[src/hw/nfcbr_pkg.sv]
// Purpose: shared constants and carrier types for the bit rate and type A framing registers
// Assumes: 8-bit register port, one 125 MHz core clock
// Notes:   speed codes and pulse width bases are the hardware's coding

package nfcbr_pkg;

    // Register port geometry
    localparam int          ADDR_W            = 6;
    localparam int          DATA_W            = 8;

    // Register offsets
    localparam logic [5:0]  LINK_SPEED_OFS    = 6'h04;
    localparam logic [5:0]  TYPEA_FRAMING_OFS = 6'h05;
    localparam logic [5:0]  CFG_STATUS_OFS    = 6'h20;

    // Values after power-up and after restore defaults
    localparam logic [7:0]  LINK_SPEED_RST    = 8'h00;
    localparam logic [7:0]  TYPEA_FRAMING_RST = 8'h00;

    // Field positions in link_speed_select
    localparam int          TX_RATE_MSB       = 7;
    localparam int          TX_RATE_LSB       = 4;
    localparam int          RX_RATE_MSB       = 3;
    localparam int          RX_RATE_LSB       = 0;

    // Field positions in typea_framing_options
    localparam int          NO_TX_PAR_BIT     = 7;
    localparam int          NO_RX_PAR_BIT     = 6;
    localparam int          FRAME_WRAP_BIT    = 5;
    localparam int          PULSE_LEN_MSB     = 4;
    localparam int          PULSE_LEN_LSB     = 1;
    localparam int          ANTICOLL_BIT      = 0;

    // Speed codes; every other code is unsupported
    localparam logic [3:0]  RATE_FC128        = 4'h0;
    localparam logic [3:0]  RATE_FC64         = 4'h1;
    localparam logic [3:0]  RATE_FC32         = 4'h2;
    localparam logic [3:0]  RATE_FC16         = 4'h3;

    // Pulse width bases in carrier periods, code read as signed offset
    localparam logic signed [6:0] PW_BASE_FC128 = 7'sh23;
    localparam logic signed [6:0] PW_BASE_FC64  = 7'sh12;
    localparam logic signed [6:0] PW_BASE_FC32  = 7'sh09;
    localparam logic signed [6:0] PW_BASE_FC16  = 7'sh05;
    localparam logic signed [4:0] PW_FC32_MIN   = -5'sh4;
    localparam logic signed [4:0] PW_FC32_MAX   = 5'sh4;
    localparam logic signed [4:0] PW_FC16_MIN   = -5'sh3;
    localparam logic signed [4:0] PW_FC16_MAX   = 5'sh3;
    localparam logic signed [4:0] PW_FC64_MIN   = -5'sh6;

    // Transport frame start marker
    localparam logic [7:0]  START_MARKER_BYTE = 8'hF0;

    // Settings handed to the transmitter, frozen at frame start
    typedef struct packed {
        logic       enable;
        logic [3:0] rate;
        logic       no_parity;
        logic       wrap;
        logic       anticoll;
        logic       pulse_ok;
        logic [5:0] pulse_width;
        logic [7:0] marker;
    } nfcbr_tx_cfg_t;

    // Settings handed to the receiver, frozen at frame start
    typedef struct packed {
        logic       enable;
        logic [3:0] rate;
        logic       raw;
        logic       wrap;
    } nfcbr_rx_cfg_t;

    // Whole state of the register bank
    typedef struct packed {
        logic [7:0]    speed;
        logic [7:0]    framing;
        logic [7:0]    rd_data;
        nfcbr_tx_cfg_t tx;
        nfcbr_rx_cfg_t rx;
    } nfcbr_state_t;

endpackage : nfcbr_pkg

[src/hw/nfcbr_cfg.sv]
// Purpose: bit rate and type A framing configuration registers with per-frame snapshots
// Assumes: single 125 MHz clock, strobes synchronous, commands are one-cycle pulses
// Notes:   framer sees only the snapshot, so register writes never tear a frame

`timescale 1ns/10ps

// How it works
// - The upper four bits of the speed register pick the transmit bit rate.
// - The lower four bits pick the receive bit rate where the protocol allows it to differ.
// - Speed codes 0 to 3 mean fc/128, fc/64, fc/32 and fc/16; other codes are unused.
// - An unsupported speed code disables both transmit and receive.
// - Both registers clear to zero at power-up and on the restore-defaults command.
// - The normal mode entry command loads the speed register without a software write.
// - The no-transmit-parity bit makes the transmitter send FIFO data with no parity bits.
// - The raw receive bit puts the raw bit stream in the FIFO with no parity or CRC check.
// - The wrap bit adds an F0 start byte and a length byte on transmit and drops F0 on receive.
// - Bits 4 to 1 hold the pause width code, counted in carrier periods.
// - At fc/128 the pause is 35 periods plus the signed code, 27 to 42.
// - At fc/64 the pause follows a folded table from 12 to 22 periods.
// - At fc/32 the pause is 9 plus the signed code, and at fc/16 it is 5 plus it.
module nfcbr_cfg #(
    parameter logic [7:0] NORMAL_RATE_LOAD = 8'h00
) (
    // Clock and reset
    input  wire logic                    CORE_CLK,
    input  wire logic                    RESETN,
    // Register port
    input  wire logic [5:0]              ADDR,
    input  wire logic [7:0]              WR_DATA,
    input  wire logic                    WR_STB,
    input  wire logic                    RD_STB,
    output logic      [7:0]              RD_DATA,
    // Direct commands
    input  wire logic                    SET_DEFAULT,
    input  wire logic                    NORMAL_MODE_ENTRY,
    // Frame starts from the framer
    input  wire logic                    TX_FRAME_START,
    input  wire logic                    RX_FRAME_START,
    // Settings for the framer
    output nfcbr_pkg::nfcbr_tx_cfg_t     TX_CFG,
    output nfcbr_pkg::nfcbr_rx_cfg_t     RX_CFG
);

    // A load value with an unused code would silently switch the link off
    if (NORMAL_RATE_LOAD[7:4] > nfcbr_pkg::RATE_FC16 ||
        NORMAL_RATE_LOAD[3:0] > nfcbr_pkg::RATE_FC16) begin : g_bad_load
        $error("NORMAL_RATE_LOAD holds an unsupported speed code");
    end

    nfcbr_pkg::nfcbr_state_t st_r;
    nfcbr_pkg::nfcbr_state_t st_nxt;

    logic [3:0] tx_code;
    logic [3:0] rx_code;
    logic       rates_ok;
    logic [5:0] pw_width;
    logic       pw_ok;

    assign tx_code  = st_r.speed[nfcbr_pkg::TX_RATE_MSB:nfcbr_pkg::TX_RATE_LSB];
    assign rx_code  = st_r.speed[nfcbr_pkg::RX_RATE_MSB:nfcbr_pkg::RX_RATE_LSB];
    assign rates_ok = (tx_code <= nfcbr_pkg::RATE_FC16) && (rx_code <= nfcbr_pkg::RATE_FC16);

    nfcbr_pulse_decode u_pulse (
        .rate  (tx_code),
        .code  (st_r.framing[nfcbr_pkg::PULSE_LEN_MSB:nfcbr_pkg::PULSE_LEN_LSB]),
        .width (pw_width),
        .ok    (pw_ok)
    );

    always_comb begin
        st_nxt         = st_r;
        st_nxt.rd_data = 8'h00;

        // Software writes; unmapped offsets are ignored
        if (WR_STB) begin
            case (ADDR)
                nfcbr_pkg::LINK_SPEED_OFS:    st_nxt.speed   = WR_DATA;
                nfcbr_pkg::TYPEA_FRAMING_OFS: st_nxt.framing = WR_DATA;
                default:                      st_nxt.speed   = st_nxt.speed;
            endcase
        end

        if (NORMAL_MODE_ENTRY) begin
            st_nxt.speed = NORMAL_RATE_LOAD;
        end

        if (SET_DEFAULT) begin
            st_nxt.speed   = nfcbr_pkg::LINK_SPEED_RST;
            st_nxt.framing = nfcbr_pkg::TYPEA_FRAMING_RST;
        end

        // Reads answer next cycle; unmapped reads give zero
        if (RD_STB) begin
            case (ADDR)
                nfcbr_pkg::LINK_SPEED_OFS:    st_nxt.rd_data = st_r.speed;
                nfcbr_pkg::TYPEA_FRAMING_OFS: st_nxt.rd_data = st_r.framing;
                nfcbr_pkg::CFG_STATUS_OFS:
                    st_nxt.rd_data = {st_r.tx.enable, st_r.rx.enable, st_r.tx.pulse_ok,
                                      rates_ok, pw_ok, 3'h0};
                default:                      st_nxt.rd_data = 8'h00;
            endcase
        end

        if (TX_FRAME_START) begin
            st_nxt.tx.enable      = rates_ok;
            st_nxt.tx.rate        = tx_code;
            st_nxt.tx.no_parity   = st_r.framing[nfcbr_pkg::NO_TX_PAR_BIT];
            st_nxt.tx.wrap        = st_r.framing[nfcbr_pkg::FRAME_WRAP_BIT];
            st_nxt.tx.marker      = st_r.framing[nfcbr_pkg::FRAME_WRAP_BIT] ?
                                    nfcbr_pkg::START_MARKER_BYTE : 8'h00;
            st_nxt.tx.anticoll    = st_r.framing[nfcbr_pkg::ANTICOLL_BIT];
            st_nxt.tx.pulse_ok    = pw_ok;
            st_nxt.tx.pulse_width = pw_width;
        end

        if (RX_FRAME_START) begin
            st_nxt.rx.enable = rates_ok;
            st_nxt.rx.rate   = rx_code;
            st_nxt.rx.raw    = st_r.framing[nfcbr_pkg::NO_RX_PAR_BIT];
            st_nxt.rx.wrap   = st_r.framing[nfcbr_pkg::FRAME_WRAP_BIT];
        end
    end

    always_ff @(posedge CORE_CLK or negedge RESETN) begin
        if (!RESETN) begin
            st_r <= '0;
        end else begin
            st_r <= st_nxt;
        end
    end

    assign RD_DATA = st_r.rd_data;
    assign TX_CFG  = st_r.tx;
    assign RX_CFG  = st_r.rx;
endmodule : nfcbr_cfg

[src/hw/nfcbr_pulse_decode.sv]
// Purpose: decode the type A pause width code into carrier periods for a speed code
// Assumes: purely combinational, inputs from registers
// Notes:   ok is low for codes the chosen rate does not define

`timescale 1ns/10ps

module nfcbr_pulse_decode (
    // Selection
    input  wire logic [3:0] rate,
    input  wire logic [3:0] code,
    // Result
    output logic      [5:0] width,
    output logic            ok
);

    logic signed [4:0] offs;
    logic signed [6:0] sum;

    always_comb begin
        offs  = 5'($signed(code));
        sum   = 7'sh00;
        ok    = 1'b0;
        case (rate)
            nfcbr_pkg::RATE_FC128: begin
                sum = nfcbr_pkg::PW_BASE_FC128 + 7'(offs);
                ok  = 1'b1;
            end
            nfcbr_pkg::RATE_FC64: begin
                if (offs > 5'sh3) begin
                    // Upper codes fold back: 6 gives 20, 4 gives 22
                    sum = nfcbr_pkg::PW_BASE_FC64 + 7'sh08 - 7'(offs);
                    ok  = (offs != 5'sh7);
                end else begin
                    sum = nfcbr_pkg::PW_BASE_FC64 + 7'(offs);
                    ok  = (offs >= nfcbr_pkg::PW_FC64_MIN);
                end
            end
            nfcbr_pkg::RATE_FC32: begin
                sum = nfcbr_pkg::PW_BASE_FC32 + 7'(offs);
                ok  = (offs >= nfcbr_pkg::PW_FC32_MIN) && (offs <= nfcbr_pkg::PW_FC32_MAX);
            end
            nfcbr_pkg::RATE_FC16: begin
                sum = nfcbr_pkg::PW_BASE_FC16 + 7'(offs);
                ok  = (offs >= nfcbr_pkg::PW_FC16_MIN) && (offs <= nfcbr_pkg::PW_FC16_MAX);
            end
            default: begin
                sum = 7'sh00;
                ok  = 1'b0;
            end
        endcase
        width = ok ? sum[5:0] : 6'h00;
    end

endmodule : nfcbr_pulse_decode

[config.mk]
export PLATFORM = sky130hd
export DESIGN_NAME = nfcbr_cfg
export DESIGN_NICKNAME = d
export VERILOG_FILES = /design/src/hw/nfcbr_pkg.sv /design/src/hw/nfcbr_cfg.sv /design/src/hw/nfcbr_pulse_decode.sv
export SDC_FILE = /design/constraint.sdc
export NUM_CORES = 1
export LEC_CHECK = 0
export BUFFER_PORTS_ARGS = -buffer_cell sky130_fd_sc_hd__buf_4
export CORE_UTILIZATION = 40
export DETAILED_ROUTE_END_ITERATION = 8
export SETUP_SLACK_MARGIN = 0.5
export SLEW_MARGIN = 20
export SYNTH_ARGS = -nofsm -noshare
export SYNTH_HDL_FRONTEND = slang
export SYNTH_SLANG_ARGS = --single-unit
[constraint.sdc]
create_clock -name CORE_CLK -period 2.3 [get_ports CORE_CLK]
set_clock_uncertainty 0.05 [all_clocks]
set_input_delay 0.23 -clock CORE_CLK [delete_from_list [all_inputs] [get_ports CORE_CLK]]
set_output_delay 0.23 -clock CORE_CLK [all_outputs]
set_load 0.005 [all_outputs]
# [Yosys cells after proc, flatten, opt, wreduce, memory -nomap -nowiden]
# Cells that the tools add are included.
# Widths: inputs -> output; s select.
[word_totals] reg_bits=54 in_bits=22 output_inout_bits=38 wordCells=58
[op_classes] n_addsub=5 magnitude_cmp=8 eq_ne=7 mux=13 reduce_logical=10
[ops] cell="$mux 8" count=5
[ops] cell="$mux 16" count=2
[ops] cell="$pmux 6 s4" count=1
[ops] cell="$pmux 8 s3" count=1
[ops] cell="$add 6x4->6 const A" count=2
[ops] cell="$eq 6x3->1 const B" count=2
[ops] cell="$mux 6" count=2
[ops] cell="$eq 4x2->1 const B" count=2
[ops] cell="$ge 4x3->1 const B" count=2
[ops] cell="$le 4x2->1 const B" count=2
[ops] cell="$add 5x4->6 const A" count=1
[ops] cell="$eq 6x6->1 const B" count=1
[ops] cell="$reduce_bool 3->1" count=2
[ops] cell="$sub 6x4->6 const A" count=1
[ops] cell="$add 4x4->5 const A" count=1
[ops] cell="$eq 4x1->1 const B" count=1
[ops] cell="$ge 4x4->1 const B" count=1
[ops] cell="$gt 4x3->1 const B" count=1
[ops] cell="$le 4x3->1 const B" count=1
[ops] cell="$le 4x4->1 const B" count=1
[ops] cell="$logic_not 4->1" count=1
[ops] cell="$ne 4x4->1 const B" count=1
[ops] cell="$pmux 1 s4" count=1
[ops] cell="$reduce_and 2->1" count=2
[ops] cell="3 further kinds" count=6

# [Logic depth before layout (Yosys ltp)]
# Gate-level depths: netlist of run 1.
[depth] word_depth=5 mapped_depth=10

# [Modules after synthesis]
# From an unflattened synthesis of run 1, not the netlist that was laid out.
[hier_totals] cells_unflattened=283 area_unflattened_um2=2895.3
[by_module_without_submodules] module="nfcbr_cfg" instances=1 cells_per_inst=206 area_each_um2=2296.0
[by_module_without_submodules] module="nfcbr_pulse_decode" instances=1 cells_per_inst=77 area_each_um2=599.3

# [Worst setup path after synthesis of run 1]
# Ideal clock, no wire load.
[synth_path] path_kind="reg-to-reg" start="register st_r[41] (netlist name)" end="register st_r, in the netlist TX_CFG[11]" setup_ns=0.136 t_arrival_ns=1.799 required_time_ns=2.114 path_slack_ns=0.316 path_stages_with_launch=9 period_less_slack_ns=1.984 cell_sequence="dfrtp_1 > clkbuf_1 > inv_1 > ha_1 > nor2b_1 > or4_1 > nand4_1 > a2bb2oi_1 > o22ai_1"
[synth_between] elab_chain_cells=4
[synth_rtl] item="start, declared" line_no="nfcbr_cfg.sv:50" source="nfcbr_pkg::nfcbr_state_t st_r;"
[synth_rtl] item="start signal, assigned" line_no="nfcbr_cfg.sv:128" source="st_r <= st_nxt;"
[synth_rtl] item="$add 6x4->6, or another cell as far along" line_no="nfcbr_pulse_decode.sv:34" source="sum = nfcbr_pkg::PW_BASE_FC64 + 7'(offs);"
[synth_rtl] item="$mux 6, or another cell as far along" line_no="nfcbr_pulse_decode.sv:29" source="if (offs > 5'sh3) begin"
[synth_rtl] item="$pmux 6 s4 / $pmux 1 s4 (equally long branches)" line_no="nfcbr_pulse_decode.sv:23" source="case (rate)"
[synth_rtl] item="$mux 6 (*)" line_no="nfcbr_pulse_decode.sv:51" source="width = ok ? sum[5:0] : 6'h00;"
# Every way passes the cells marked *; elsewhere a longest branch is shown, timed or not.
# A chain may end at the register's enable or synchronous reset.

# [Worst setup path in the final report of run 1]
[layout_path] start="register st_r[50] (netlist name)" end="register st_r, in the netlist TX_CFG[13]"
[layout_between] elab_chain_cells=3
[layout_rtl] item="$eq 4x2->1, or another cell as far along" line_no="nfcbr_pulse_decode.sv:23"
[layout_rtl] item="$pmux 6 s4 / $pmux 1 s4 (equally long branches)" line_no="nfcbr_pulse_decode.sv:23"
[layout_rtl] item="$mux 6 (*)" line_no="nfcbr_pulse_decode.sv:51"
# Marks and branches as above.

==> out/qor.yml, run 1 <==
synth_enable_flop_cells: 0
initial_core_util_pct: 41.3
hold_viol_final: 0
syn_inst: 257
leakage_nw: 1.48
wl_met1_um: 2900
start_kind: "flop"
min_period_ns: 1.86
die_area_um2: 6890
cp-end-kind: "flop"
hold_depth: 2
ys_seq_area_share_pct: 43.9
async_flop_share_pct: 100
synth_area_um2: 2620
fin_tns_setup_ns: 0
status: "finished clean"
required_ns: 2.45
synth_seq_cells: 46
seqCellArea_um2: 1160
core_um2: 6350
firstDrtPassIters: 4
io_buffers: 55
antenna_found_initial: 0
top_layer_used: "met4"
die_h_um: 83.0
clkTransAtPathRegs_ns: 0.09
cap_violations: 0
grt_max_degree: 47
p_clk_share_pct: 34.5
period_share_pct: 81.1
final_antenna_net_count: 0
fillers: 600
combinationalPowerShare_pct: 8.0
ios: 60
synth_top_area_share_pct: 43.9
clk_latency_ns: 0.30
wirelength_um: 5930
timing.hold.ws_ns: 0.116
crit_fanout: 3
slew_headroom_pct: 62.0
synthToLayoutAreaGrowth_pct: 19.8
rsz0062_at_grt: "true"
slew_violations: 0
synth_ff_type: "dfrtp_1"
drc: 0
multi_input_area_um2: 1180
vias: 1962
htree_levels: 2
cts.sinks: 46
wl_met2_um: 2670
yosysUniqueCellTypes: 40
route.met3.wl_um: 272
drt-initial-drc-count: 83
worstPathArrival_ns: 2.02
grt_pass1_wl_um: 9870
drive_gt1_share_pct: 45.9
yosysWarnings: 0
synth.most_common_cell: "dfrtp_1"
clk_path_buf_depth: 2
fin_nets: 329
power.internal_mw: 1.08
cts_tree: "built"
setup_ws_ns: 0.435
hold_path.class: "input port to flop"
setup_viol: 0
grt_usage_pct: 17.8
swShare_pct: 24.2
synth_top_cell_by_area: "dfrtp_1"
avgRoutedWirePerCell_um: 15.9
rows: 29
dp_slack_ns: 0.300
routabilityCongestion: 0.801
cts_root_buffer: "clkbuf_8"
die_x_um: 83.0
ff2ff_path_depth: 8
grt_remaining_overflow: 0
numCtsBuffers: 5
p_switching_uw: 345
ys_top_cells_by_count: "dfrtp_1 (46), buf_4 (38), a21oi_1 (21), nand2_1 (21), mux2_2 (17)"
path_class: "flop to flop"
post_synth_main_area_contributors: "dfrtp_1 (44%), buf_4 (11%), mux2_2 (7.3%), ha_1 (5.2%), a21oi_1 (4.0%)"
place_hpwl_um: 4220
p_per_area_nw_per_um2: 454
vdd_ir_drop_max_mv: 0.240
grt_pass1_vias: 1911
clock.fmax_ghz: 0.536
avgViaCountPerCell: 5.26
worst_slew_pin_slew_ns: 0.570
syn_area_per_cell_um2: 10.2
antenna_cells: 0
seqPwrFrac_pct: 57.4
-- sequential cells by signal (all words and copies together) (netlist names) --
signal	cells
rx_code	4
st_r	12
RD_DATA	8
RX_CFG	7
TX_CFG	15
-- power groups by stage --
stage                     registers (mW)  logic (mW)  clock network (mW)
after CTS                          0.820       0.113               0.503
after global routing               0.821       0.127               0.537
after detailed placement           0.836       0.109                   0
final                              0.820       0.115               0.493
after floorplan                    0.835      0.0542                   0
after global placement             0.836       0.110                   0
-- path summary, 6_finish.rpt --
| kind | startpoint | end | slack (ns) |
|---|---|---|---|
| max | st_r[50] | TX_CFG[13] | 0.44 |
| min | WR_DATA[0] | rx_code[0] | 0.12 |
| max reg2reg | st_r[50] | TX_CFG[13] | 0.44 |
| min reg2reg | TX_CFG[19] | TX_CFG[19] | 0.46 |
| max in group asynchronous | RESETN | st_r[39] | 1.36 |
| min in group asynchronous | RESETN | TX_CFG[6] | 0.42 |
-- critical path: stages (launching register included) --
cell     delay [ns]
dfrtp_1        0.41
nor3_4         0.21
nand2_2        0.13
ha_4           0.29
a21oi_2        0.04
nor2_2         0.15
a21oi_2        0.08
xor2_1         0.15
o32ai_1        0.25
-- repair_timing --
action / 4_1_cts / 5_1_grt
endpoints found under the setup margin: 7 / 6
buffers inserted: 3 / 8
hold endpoints to repair: 46 / 0
pin swaps: 2 / 9
resized for setup: 7 / 17
hold buffers: 1 / 0
-- stage by stage --
step	power (mW)	instances	cell area (um2)	util, %
after floorplan	0.889	260	2660	-
after detailed placement	0.946	353	2880	45.4
final	1.43	373	3140	49.5
after global placement	0.946	353	2880	45.4
after global routing	1.49	373	3140	49.5
after CTS	1.44	365	3020	47.5
-- area by class of cell --
class	instances	share of cell area, %
Multi-Input combinational cell	152	37.4
Sequential cell	46	36.8
Timing Repair Buffer	76	18.2
Tap cell	77	3.07
Clock buffer	6	2.31
Inverter	14	1.75
Clock inverter	2	0.438
-- routing by layer --
metal  up-vias  track usage [%]
met2        60             27.0
met3         6             3.38
met1       965             25.7
li1        931                -
met5         -                0
met4         0             5.80
-- layout by cell type (no fill, tap or decap), drive strengths merged, types with 3 or more instances in the layout --
cell type	synthesis	routed
a22oi	8	8
dfrtp	46	46
mux2	17	17
nor3	4	4
clkbuf	7	6
inv	14	14
o21ai	7	7
ha	11	11
nand3	9	9
conb	1	4
o22ai	6	6
xnor2	3	3
a22o	8	8
buf	41	75
a21oi	21	21
nand2	22	22
nor2	9	9
-- cell families (layout without fill, tap and decap cells) --
logic type / Yosys count / count (layout) / share of synthesized area (%)
flops: 46 / 46 / 43.9
simple gates: 55 / 55 / 11.1
buf+inv: 62 / 98 / 14.9
fa+ha+maj: 12 / 12 / 6.01
compound gates: 59 / 59 / 15.0
xor+xnor: 4 / 4 / 1.34
other cells: 1 / 4 / 0.143
mux: 18 / 18 / 7.68
Note: power is estimated with default switching activity, not from simulation.
==> run 2, diff against run 1 <==
Clock period 2.3 ns to 1.7 ns, I/O delays scaled along.
==> run 2 against run 1 <==
The flow now finishes with violations (negative setup slack). Fmax grew 4.4%. Global-route usage grew 1.3 points. Critical path type unchanged. Clock-buffer cell count is the same. Critical endpoint unchanged. Routed wire length grew 7.3%. Sequential power grew 35%. Combinational power grew 60%. Worst hold slack lost 0.056 ns. Largest power group unchanged.
==> out/qor.yml, run 2 (synthesis gave the netlist of run 1 again) <==
slew_headroom_pct: 59.8  # -2.2 points
avgRoutedWirePerCell_um: 16.4  # +3.4%
rr_endpoint: "TX_CFG[13]"
period_share_pct: 105  # +24 points
fin_nets: 343  # +4.3%
min_period_ns: 1.79  # -0.0786 ns
placed_area_um2: 3070  # +6.6%
max_stage_delay_ns: 0.41  # about the same
initial_core_util_pct: 41.3  # unchanged
cap_violations: 0  # unchanged
numCtsBuffers: 5  # unchanged
crit_chain: "nor3_4 -> nand2_2 -> ha_4 -> a21oi_2 -> nor2_2 -> a21oi_2 -> xor2_1 -> o32ai_1"
cp.depth: 8  # unchanged
hold_path.class: "input port to flop"
drive_gt1_share_pct: 61.6  # +16 points
setup_viol: 7  # +7
die_h_um: 83.0  # unchanged
critPathLaunch: "st_r[53]"
final_cell_area_um2: 3610  # +15%
clkTransAtPathRegs_ns: 0.09  # about the same
rows: 29  # unchanged
cts_root_buffer: "clkbuf_8"
grt_pass1_wl_um: 10500  # +6.6%
worst_slew_pin_slew_ns: 0.601  # +0.0305 ns
antenna_found_initial: 0  # unchanged
start_kind: "flop"
wirelength_um: 6360  # +7.3%
drt-initial-drc-count: 91  # +9.6%
post-route-util_pct: 56.8  # +7.3 points
grt_remaining_overflow: 0  # unchanged
place_hpwl_um: 4330  # +2.5%
rsz0062_at_grt: "true"
io_buffers: 55  # unchanged
reg2reg_slack_ns: -0.09  # -0.52 ns
crit_slowest_cell: "dfrtp_1"
r2r-start: "st_r[53]"
ff2ff_path_depth: 8  # unchanged
path_class: "flop to flop"
clk_path_buf_depth: 2  # unchanged
avgViaCountPerCell: 5.36  # +2.0%
final_common_cell: "buf_4"
vdd_ir_drop_max_mv: 0.352  # +46%
core_um2: 6350  # unchanged
crit_end: "TX_CFG[13]"
worstPathArrival_ns: 1.93  # -0.09 ns
p_per_area_nw_per_um2: 542  # +19%
routabilityCongestion: 0.801  # unchanged
grt_pass1_vias: 2134  # +12%
firstDrtPassIters: 4  # unchanged
critPathBufInv: 0  # unchanged
antenna_cells: 0  # unchanged
violations: "negative setup slack"
die_x_um: 83.0  # unchanged
crit_fanout: 3  # unchanged
cts.sinks: 46  # unchanged
hold_depth: 2  # unchanged
vias: 2076  # +5.8%
status: "finished with violations"
cp-end-kind: "flop"
die_area_um2: 6890  # unchanged
crit_top_cell: "a21oi_2"
grt_max_degree: 47  # unchanged
mostFrequentLayoutCells: "buf_4 (74), dfrtp_1 (44), a21oi_2 (17)"
synthToLayoutAreaGrowth_pct: 37.5
clk_latency_ns: 0.29  # about the same
cts_tree: "built"
ios: 60  # unchanged
slew_violations: 0  # unchanged
cp_top_family: "simple AND/OR/NAND/NOR gates"
grt_usage_pct: 19.1  # +1.3 points
required_ns: 1.85  # -0.60 ns
largest_reg_flops: 15  # unchanged
leakage_nw: 1.65  # +11%
hold_viol_final: 0  # unchanged
htree_levels: 2  # unchanged
fillers: 542  # -9.7%
setup_ws_ns: -0.0862  # -0.521 ns
final_antenna_net_count: 0  # unchanged
clock.fmax_ghz: 0.560  # +4.4%
drc: 0  # unchanged
## run 2: cell count changes in the layout (fill, tap and decap cells not counted), moves of 6 or more
cell,previous run,this run
a21oi_2,4,17
a22oi_2,0,6
a22oi_1,8,2
a22o_2,8,0
buf_6,0,13
nand2_4,0,8
nand2_1,18,6
a22o_4,0,8
a21oi_1,17,4
## run 2: worst min-delay path by stage
| stage | startpoint | endpoint | slack [ns] |
|---|---|---|---|
| finish | WR_DATA[3] | rx_code[3] | 0.06 |
| CTS | WR_DATA[3] | rx_code[3] | 0.05 |
| detailed placement | RESETN | TX_CFG[6] | 0.16 |
| global route | WR_DATA[1] | rx_code[1] | 0.04 |
| floorplan | RESETN | RD_DATA[0] | -0.18 |
| global placement | RESETN | TX_CFG[6] | 0.16 |
## run 2: final cells by class
cell class / count / area (um2) / area share, %
Multi-Input combinational cell: 152 / 1470 / 40.9
Sequential cell: 46 / 1150 / 32.0
Timing Repair Buffer: 90 / 742 / 20.6
Tap cell: 77 / 96.3 / 2.67
Clock buffer: 6 / 72.6 / 2.01
Inverter: 14 / 55.1 / 1.53
Clock inverter: 2 / 13.8 / 0.382
## run 2: repair_timing
action | in CTS | in global routing
setup endpoints to repair | 33 | 33
hold buffers | 1 | 0
endpoints found under the hold margin | 46 | 0
setup buffers | 2 | 2
resized for setup | 72 | 27
pin swaps | 29 | 16
## run 2: stage by stage
stage               std cells  power, mW  hold WS (ns)  setup WS, ns  TNS (ns)
floorplan                 260       1.21        -0.176        -0.133    -0.286
global placement          374       1.29         0.159        -0.104    -0.886
detailed placement        374       1.29         0.162        -0.136     -1.23
CTS                       385       1.97        0.0532       -0.0644    -0.151
global route              387       2.04        0.0429        -0.173    -0.833
finish                    387       1.96        0.0604       -0.0862    -0.344
## run 2: layer usage
metal	track usage [%]	wire, um	up-vias
met4	5.64	89	0
met3	3.18	275	8
met1	26.9	2900	1044
met2	30.3	3090	60
li1	-	-	964
met5	0	0	-
## run 2: worst reg2reg max path: stages (launching register included)
cell and delay, ns:
dfrtp_1 0.41, nor3_4 0.21, nand2_2 0.11, ha_4 0.28, a21oi_2 0.05, nor2_2 0.14, a21oi_2 0.09, xor2_1 0.14
o32ai_1 0.21
## run 2: report_power, final
part	internal, mW	switching (mW)	leakage (nW)	total [mW]
clock network	0.291	0.372	0.0452	0.663
logic	0.0824	0.101	0.986	0.184
registers	1.10	0.00778	0.616	1.11
